**config.mk**
```make
export PLATFORM = sky130hd
export DESIGN_NAME = drt_timer
export DESIGN_NICKNAME = d
export VERILOG_FILES = /design/src/inc/drt_pkg.sv /design/src/core/drt_prescaler.sv /design/src/core/drt_timer.sv
export SDC_FILE = /design/constraint.sdc
export NUM_CORES = 1
export LEC_CHECK = 0
export BUFFER_PORTS_ARGS = -buffer_cell sky130_fd_sc_hd__buf_2
export CAP_MARGIN = 30
export CORE_MARGIN = 5
export CORE_UTILIZATION = 35
export DETAILED_ROUTE_END_ITERATION = 7
export REMOVE_ABC_BUFFERS = 1
export SETUP_SLACK_MARGIN = 0.02
export SLEW_MARGIN = 40
export SYNTH_ARGS = -nofsm -noshare
export SYNTH_HDL_FRONTEND = slang
export SYNTH_SLANG_ARGS = --single-unit
```
**constraint.sdc**
```tcl
create_clock -name clk -period 3.1 [get_ports clk]
set_clock_uncertainty 0.1 [all_clocks]
set_input_delay 0 -clock clk [delete_from_list [all_inputs] [get_ports clk]]
set_output_delay 0 -clock clk [all_outputs]
set_load 0.05 [all_outputs]
```
**src/inc/drt_pkg.sv**
```systemverilog
// shared types and constants for the dual reload timer
// assumes one 25 MHz system clock and a synchronous active-low reset
package drt_pkg;

   // system clock
   localparam int unsigned CLK_FREQ_HZ = 25000000;

   // prescaler division codes
   localparam logic [1:0] DIV_BY_1 = 2'h0;
   localparam logic [1:0] DIV_BY_4 = 2'h1;
   localparam logic [1:0] DIV_BY_32 = 2'h2;
   localparam logic [1:0] DIV_BY_256 = 2'h3;
   localparam logic [7:0] PRE_MASK_4 = 8'h03;
   localparam logic [7:0] PRE_MASK_32 = 8'h1F;
   localparam logic [7:0] PRE_MASK_256 = 8'hFF;
   localparam logic [7:0] PRE_RESET = 8'h00;

   // counter values
   localparam logic [7:0] COUNT_RESET = 8'h00;
   localparam logic [7:0] COUNT_ZERO = 8'h00;
   localparam logic [7:0] COUNT_ONE = 8'h01;
   localparam logic [7:0] COUNT_BORROW = 8'hFF;

   // noise rejector: falling edges of the 2,048 Hz reference needed
   localparam int unsigned REF_FREQ_HZ = 2048;
   localparam logic [1:0] REJECT_FALLS = 2'h2;

   // per-timer clock settings
   typedef struct packed {
      logic sourceSelect;   // 0 slow oscillator, 1 fast oscillator
      logic [1:0] divider;  // {divider_bit_hi, divider_bit_lo}
      logic runBit;
   } drt_timer_cfg_t;

   // shared mode settings
   typedef struct packed {
      logic widthModeBit;
      logic counterModeBit;
      logic filterSelectBit;
      logic edgePolarityBit;
      logic waveChannelSelect;
      logic waveOutputEnable;
   } drt_mode_cfg_t;

   // readable count values
   typedef struct packed {
      logic [7:0] t0Count;
      logic [7:0] t1Count;
      logic [7:0] heldHigh;
   } drt_count_read_t;

   // noise rejector states
   typedef enum logic [1:0] {
      FLT_STABLE = 2'b01,
      FLT_SEEN = 2'b10
   } drt_filter_state_t;

endpackage

```
**src/core/drt_prescaler.sv**
```systemverilog
// one prescaler: divides enable pulses of its source clock by 1, 4, 32 or 256
// assumes srcTick is a one-cycle pulse on clk, one per source clock period
`timescale 1ns/100ps
module drt_prescaler (
   input wire logic clk,
   input wire logic rst_n,
   input wire logic srcTick,
   input wire logic runBit,
   input wire logic [1:0] divider,
   output logic outTick
);
   import drt_pkg::*;

   logic [7:0] phase_reg;

   function automatic logic [7:0] div_mask(input logic [1:0] code);
      unique case (code)
         DIV_BY_1: div_mask = PRE_RESET;
         DIV_BY_4: div_mask = PRE_MASK_4;
         DIV_BY_32: div_mask = PRE_MASK_32;
         DIV_BY_256: div_mask = PRE_MASK_256;
      endcase
   endfunction

   ////////////////////////////////////////////////////////////////////////////
   // stopped prescaler is cleared so each run starts from a whole period
   always_ff @(posedge clk) begin
      if (!rst_n) begin
         phase_reg <= PRE_RESET;
      end else if (!runBit) begin
         phase_reg <= PRE_RESET;
      end else if (srcTick) begin
         phase_reg <= phase_reg + COUNT_ONE;
      end
   end

   assign outTick = runBit && srcTick &&
                    ((phase_reg & div_mask(divider)) == div_mask(divider));

endmodule

```
**src/core/drt_timer.sv**
```systemverilog
// dual 8-bit reload down counter, cascadable to 16 bits, with square-wave
// and serial clock outputs
// assumes oscillator, reference and event pins are slow against clk (each
// level lasts at least two clk periods); control inputs are on clk
`timescale 1ns/100ps

// Notes on behaviour
// - each prescaler source picks slow oscillator on 0, fast oscillator on 1
// - division field 11 /256, 10 /32, 01 /4, 00 undivided
// - run bit 1 starts prescaler; counter decrements per prescaler output
// - in event mode timer 0 divider and source select are ignored
// - underflow sets its flag whatever the mask; mask only gates requests
// - square wave toggles on each selected underflow, half the underflow rate
// - in separate mode channel select 0 uses timer 0 underflows, 1 uses timer 1
// - wave enable 1 puts wave on squareWaveOut, 0 holds squareWaveOut high
// - enable gates the wave directly, so a short pulse may appear
// - separate mode serial clock is timer 1 underflows halved, needs only run
// - width mode 1 makes one 16-bit counter, timer 0 low byte
// - preset bit loads the counter from its reload value
// - in 16-bit mode timer 0 run bit starts and stops both bytes
// - stopping only halts the count clock; value is kept and resumed
// - low byte read latches high byte; software reads low byte first
// - underflow reloads and drives flag and square wave; timer 1 underflow also the serial clock
// - counter mode 0 timer mode (reset default), 1 counts event pin edges
// - edge polarity 0 counts falling edges, 1 rising edges
// - filter select 1 enables noise rejector on event input
// - rejector accepts change at second reference falling edge; source holds levels
// - writing 1 clears an interrupt flag; writing 0 leaves it
// - separate mode timer 1 only counts in timer mode
// - 16-bit underflow sets timer 1 interrupt flag
module drt_timer (
   input wire logic clk,
   input wire logic rst_n,
   input wire logic slowOscillator,
   input wire logic fastOscillator,
   input wire logic refClock2048,
   input wire logic eventInputPin,
   input wire drt_pkg::drt_mode_cfg_t modeCfg,
   input wire drt_pkg::drt_timer_cfg_t t0Cfg,
   input wire drt_pkg::drt_timer_cfg_t t1Cfg,
   input wire logic t0PresetBit,
   input wire logic t1PresetBit,
   input wire logic [7:0] t0ReloadValue,
   input wire logic [7:0] t1ReloadValue,
   input wire logic t0IrqMask,
   input wire logic t1IrqMask,
   input wire logic t0IrqClear,
   input wire logic t1IrqClear,
   input wire logic lowReadStrobe,
   input wire logic wavePortPin,
   input wire logic wavePortHizCtrl,
   output logic t0IrqFlag,
   output logic t1IrqFlag,
   output logic t0IrqReq,
   output logic t1IrqReq,
   output logic t0Underflow,
   output logic t1Underflow,
   output drt_pkg::drt_count_read_t countReadBuffer,
   output logic squareWaveOut,
   output logic wavePinOut,
   output logic wavePinOe,
   output logic serialClock
);
   import drt_pkg::*;

   ////////////////////////////////////////////////////////////////////////////
   // pin synchronisers
   // bit 0 slow osc, 1 fast osc, 2 reference, 3 event input
   logic [3:0] pinMeta_reg;
   logic [3:0] pinSync_reg;
   logic [3:0] pinPrev_reg;
   logic slowRise;
   logic fastRise;
   logic refFall;
   logic eventLevel;

   always_ff @(posedge clk) begin
      if (!rst_n) begin
         pinMeta_reg <= 4'h0;
         pinSync_reg <= 4'h0;
         pinPrev_reg <= 4'h0;
      end else begin
         pinMeta_reg <= {eventInputPin, refClock2048, fastOscillator, slowOscillator};
         pinSync_reg <= pinMeta_reg;
         pinPrev_reg <= pinSync_reg;
      end
   end

   assign slowRise = pinSync_reg[0] && !pinPrev_reg[0];
   assign fastRise = pinSync_reg[1] && !pinPrev_reg[1];
   assign refFall = !pinSync_reg[2] && pinPrev_reg[2];
   assign eventLevel = pinSync_reg[3];

   ////////////////////////////////////////////////////////////////////////////
   // prescalers, one per timer
   drt_timer_cfg_t tCfg [2];
   logic [1:0] srcTick;
   logic [1:0] preTick;
   logic [1:0] runEff;

   assign tCfg[0] = t0Cfg;
   assign tCfg[1] = t1Cfg;

   assign runEff[0] = t0Cfg.runBit;
   assign runEff[1] = modeCfg.widthModeBit ? t0Cfg.runBit : t1Cfg.runBit;

   genvar gi;
   generate
      for (gi = 0; gi < 2; gi++) begin : g_pre
         assign srcTick[gi] = tCfg[gi].sourceSelect ? fastRise : slowRise;
         drt_prescaler i_drt_prescaler (
            .clk(clk),
            .rst_n(rst_n),
            .srcTick(srcTick[gi]),
            .runBit(runEff[gi]),
            .divider(tCfg[gi].divider),
            .outTick(preTick[gi])
         );
      end
   endgenerate

   ////////////////////////////////////////////////////////////////////////////
   // noise rejector and event edge detect
   // the rejector also needs the event level to stay different on every clock from the first fall to the second
   drt_filter_state_t fltState_reg;
   logic filtLevel_reg;
   logic eventPrev_reg;
   logic eventSel;
   logic eventEdge;

   always_ff @(posedge clk) begin
      if (!rst_n) begin
         fltState_reg <= FLT_STABLE;
         filtLevel_reg <= 1'b0;
      end else if (eventLevel == filtLevel_reg) begin
         fltState_reg <= FLT_STABLE;
      end else if (refFall) begin
         unique case (fltState_reg)
            FLT_STABLE: fltState_reg <= FLT_SEEN;
            FLT_SEEN: begin
               filtLevel_reg <= eventLevel;
               fltState_reg <= FLT_STABLE;
            end
            default: fltState_reg <= FLT_STABLE;
         endcase
      end
   end

   assign eventSel = modeCfg.filterSelectBit ? filtLevel_reg : eventLevel;

   always_ff @(posedge clk) begin
      if (!rst_n) begin
         eventPrev_reg <= 1'b0;
      end else begin
         eventPrev_reg <= eventSel;
      end
   end

   assign eventEdge = modeCfg.edgePolarityBit ? (eventSel && !eventPrev_reg) :
                      (!eventSel && eventPrev_reg);

   ////////////////////////////////////////////////////////////////////////////
   // count enables
   logic [7:0] count0_reg;
   logic [7:0] count1_reg;
   logic wide;
   logic tick0;
   logic cnt0En;
   logic cnt1En;
   logic zero0;
   logic zero1;

   assign wide = modeCfg.widthModeBit;
   assign zero0 = (count0_reg == COUNT_ZERO);
   assign zero1 = (count1_reg == COUNT_ZERO);

   assign tick0 = modeCfg.counterModeBit ? eventEdge : preTick[0];
   assign cnt0En = tick0 && t0Cfg.runBit;
   // a low-byte preset wins, so the high byte must not borrow or reload then
   assign cnt1En = wide ? (cnt0En && zero0 && !t0PresetBit) : (preTick[1] && t1Cfg.runBit);

   ////////////////////////////////////////////////////////////////////////////
   // down counters; preset has priority over a count in the same cycle
   always_ff @(posedge clk) begin
      if (!rst_n) begin
         count0_reg <= COUNT_RESET;
      end else if (t0PresetBit) begin
         count0_reg <= t0ReloadValue;
      end else if (cnt0En) begin
         if (zero0) begin
            count0_reg <= (wide && !zero1) ? COUNT_BORROW : t0ReloadValue;
         end else begin
            count0_reg <= count0_reg - COUNT_ONE;
         end
      end
   end

   always_ff @(posedge clk) begin
      if (!rst_n) begin
         count1_reg <= COUNT_RESET;
      end else if (t1PresetBit) begin
         count1_reg <= t1ReloadValue;
      end else if (cnt1En) begin
         if (zero1) begin
            count1_reg <= t1ReloadValue;
         end else begin
            count1_reg <= count1_reg - COUNT_ONE;
         end
      end
   end

   assign t0Underflow = !wide && cnt0En && zero0 && !t0PresetBit;
   assign t1Underflow = cnt1En && zero1 && !t1PresetBit;

   ////////////////////////////////////////////////////////////////////////////
   // read hold of the high byte
   logic [7:0] heldHigh_reg;

   always_ff @(posedge clk) begin
      if (!rst_n) begin
         heldHigh_reg <= COUNT_RESET;
      end else if (lowReadStrobe) begin
         heldHigh_reg <= count1_reg;
      end
   end

   assign countReadBuffer.t0Count = count0_reg;
   assign countReadBuffer.t1Count = count1_reg;
   assign countReadBuffer.heldHigh = heldHigh_reg;

   ////////////////////////////////////////////////////////////////////////////
   // interrupt flags; an underflow wins over a clear in the same cycle
   logic t0Flag_reg;
   logic t1Flag_reg;

   always_ff @(posedge clk) begin
      if (!rst_n) begin
         t0Flag_reg <= 1'b0;
      end else if (t0Underflow) begin
         t0Flag_reg <= 1'b1;
      end else if (t0IrqClear) begin
         t0Flag_reg <= 1'b0;
      end
   end

   always_ff @(posedge clk) begin
      if (!rst_n) begin
         t1Flag_reg <= 1'b0;
      end else if (t1Underflow) begin
         t1Flag_reg <= 1'b1;
      end else if (t1IrqClear) begin
         t1Flag_reg <= 1'b0;
      end
   end

   assign t0IrqFlag = t0Flag_reg;
   assign t1IrqFlag = t1Flag_reg;
   assign t0IrqReq = t0Flag_reg && t0IrqMask;
   assign t1IrqReq = t1Flag_reg && t1IrqMask;

   ////////////////////////////////////////////////////////////////////////////
   // square wave and serial clock
   logic waveUnderflow;
   logic wave_reg;
   logic serial_reg;

   // 16-bit mode has only the combined underflow, so the channel bit is moot
   assign waveUnderflow = modeCfg.waveChannelSelect ? t1Underflow : t0Underflow;

   always_ff @(posedge clk) begin
      if (!rst_n) begin
         wave_reg <= 1'b0;
      end else if (wide ? t1Underflow : waveUnderflow) begin
         wave_reg <= !wave_reg;
      end
   end

   always_ff @(posedge clk) begin
      if (!rst_n) begin
         serial_reg <= 1'b0;
      end else if (t1Underflow) begin
         serial_reg <= !serial_reg;
      end
   end

   assign serialClock = serial_reg;

   // gated without resync, so a switch mid-phase can clip one half period
   assign squareWaveOut = modeCfg.waveOutputEnable ? wave_reg : 1'b1;

   // pin follows the port: only a data bit of 1 passes the wave through
   assign wavePinOut = wavePortPin && squareWaveOut;
   assign wavePinOe = !wavePortHizCtrl;

endmodule

```
==> summary.md <==
| Metric | Value |
|---|---|
| GPL Wtd Cong | 0.782 |
| Worst relative slew slack | 55.8% |
| Hold Crit Start | rst_n |
| Worst-path maximum fanout | 18 |
| Total power | 1.97 mW |
| Antenna violations before repair | 0 |
| Global-route wire length before repair | 11700 um |
| Crit start category | flop |
| Total CTS buffers | 9 |
| Final min period | 2820 ps |
| Seq/Total Area, Yosys | 41.7% |
| Core Area | 0.00781 mm^2 |
| Layout cells sized above 1 | 24.9% |
| Number of synthesized flops with an enable pin | 0 |
| Detailed Route WL | 6990 um |
| FP Rows | 32 |
| DRT Pass-1 Iters | 4 |
| Synth Flop Type | dfxtp_1 |
| VDD IR max | 0.254 mV |
| Port buffer count | 78 |
| Fillers | 794 |
| Post-synth ARST share | 0% |
| Worst Path Class, Setup | reg2reg |
| Die area | 0.00999 mm^2 |
| Final period util | 90.9% |
| Die Y | 99.9 um |
| Overflow after GRT | 0 |
| Post-DR vias/cell | 4.82 |
| Post-layout instance area | 0.00379 mm^2 |
| Mapped cell area | 0.00283 mm^2 |
| Reg2reg setup slack | 280 ps |
| Clock sink total | 59 |
| Hold Violations, Final | 0 |
| Clk buf depth | 2 |
| CTS tree | done |
| Cell taking the most area after synthesis | dfxtp_1 |
| Synth warn | 0 |
| Hold endpoint | t0IrqFlag |
| Post-DP HPWL | 4970 um |
| CP endpoint kind | flop |
| Residual DRC count | 0 |
| Class of the worst hold path | in2reg |
| Number of global-route vias before repair | 2509 |
| Setup TNS | 0 ps |
| Root buffer cell | clkbuf_8 |
| Fin Hold WS | 12.8 ps |
| DR iter-0 viols | 54 |
| RSZ-0062 raised after global routing | no |
| Total GRT Usage | 14.7% |
| Arrival @ worst endpoint | 2990 ps |
| Required @ worst endpoint | 3280 ps |
| FF+latch count, synth | 59 |
| Max Freq | 355 MHz |
| Post-cts gate resize count | 0 |
| Max reg flops | 16 |
| FF-to-FF End | count1_reg[4] |
| Number of distinct library cells after synthesis | 57 |
| Max Cap Viol | 0 |
| Worst-margin pin slew | 663 ps |
| Hold depth | 2 |
| Worst r2r src | count1_reg[0] |
| Later-pin clock latency in the skew report | 330 ps |
| IO Pins | 79 |
| Die W | 99.9 um |
| Pin count of the biggest net entering global routing | 25 |
| Inserted Diodes | 0 |
| Commonest non-fill, non-tap cells in the layout | buf_2, dfxtp_1, nor2_1 |
| Final net count | 479 |
| Postcts setup bufs | 0 |
| Post-DP Area | 0.00332 mm^2 |
| Area added between synthesis and finish | 33.9% |
| Area share of the largest cell type after synthesis | 41.7% |
| Wire length per cell | 13.0 um |
| Initial Util | 36.2% |
| Routed Antenna Nets | 0 |
| Avg Inst Size Synth | 8.84 um^2 |
| Power per cell area | 519 mW/mm^2 |
| Synthesized netlist cell count | 320 |
| H-tree depth | 3 |
| Via count | 2586 |
| Status | complete, no violations |
| Leakage power | 1.65 nW |
| Worst-path clk slew | 70 ps |
| Final Setup Violations | 0 |
| Most common cell after layout, fill and taps aside | buf_2 |
| Pins over their slew limit | 0 |
| Reg2Reg Depth | 9 |
| Top post-synthesis cells by area | dfxtp_1, nor2_1, xor2_1 |
[timing repair]
action                                 in CTS  in global routing
setup endpoints to repair                   0                  0
endpoints found under the hold margin      32                  0
hold buffers                               28                  0
[cell families after synthesis]
group / after synthesis / share of synthesized area [%]
simple gates: 137 / 25.7
compound gates: 61 / 15.6
flops: 59 / 41.7
buf+inv: 24 / 3.54
xor+xnor: 19 / 5.88
mux: 15 / 5.39
fa+ha+maj: 5 / 2.21
[layer usage]
layer | share of wire, % | GRT usage, %
met1 | 46 | 17.7
met2 | 47 | 24.0
met3 | 5.7 | 5.35
met4 | 0.83 | 5.36
met5 | 0 | 0
[synth_stat cells, drive strengths merged (2+ instances only)]
cell and number:
dfxtp 59, nor2 37, nand2 27, and2 19, a21oi 17, xor2 15
inv 14, mux2i 13, o21ai 12, nand2b 11, nor3 8, clkbuf 6
ha 5, nand3 5, nand4 5, or3 5, buf 4, o221ai 4
o22ai 4, xnor2 4, a31oi 3, and3 3, nand3b 3, nor2b 3
nor4 3, o31ai 3, a211oi 2, a311oi 2, mux2 2, nor3b 2
o211ai 2, or2 2, or4 2
[how the worst max path moves through the flow]
stage	to	start	depth (start not counted)
after CTS	count1_reg[4]	count1_reg[0]	9
after global routing	count1_reg[4]	count1_reg[0]	9
after global placement	serialClock	count1_reg[0]	8
final	count1_reg[4]	count1_reg[0]	9
after floorplan	t0IrqFlag	count0_reg[0]	8
after detailed placement	count1_reg[0]	count0_reg[0]	8
[layout make-up]
type / count / area (um^2) / area share [%]
Multi-Input combinational cell: 237 / 1550 / 40.9
Tap cell: 102 / 128 / 3.37
Sequential cell: 59 / 1180 / 31.2
Inverter: 14 / 52.6 / 1.39
Clock buffer: 11 / 141 / 3.73
Clock inverter: 5 / 52.6 / 1.39
Timing Repair Buffer: 108 / 686 / 18.1
[stage by stage]
| step | utilization (%) | worst slack [ps] | std cells |
|---|---|---|---|
| floorplan | - | 343 | 310 |
| global placement | 42.5 | 741 | 492 |
| detailed placement | 42.5 | 680 | 492 |
| CTS | 48.5 | 264 | 536 |
| global route | 48.5 | 70.4 | 536 |
| finish | 48.5 | 282 | 536 |
[report_power, final]
part	total, mW	internal, mW	switching, mW
Clock	0.682	0.389	0.293
Sequential	0.832	0.794	0.0372
Combinational	0.452	0.170	0.283
[worst max-delay path, stage by stage, from the launching register on]
cell and delay (ps):
dfxtp_1 350, inv_1 70, ha_1 140, or3b_1 490, o31ai_4 640, nand2_1 120
o31ai_1 90, nand2_1 80, o22ai_1 130, dlygate4sd3_1 560
(Power assumes the default switching activity.)
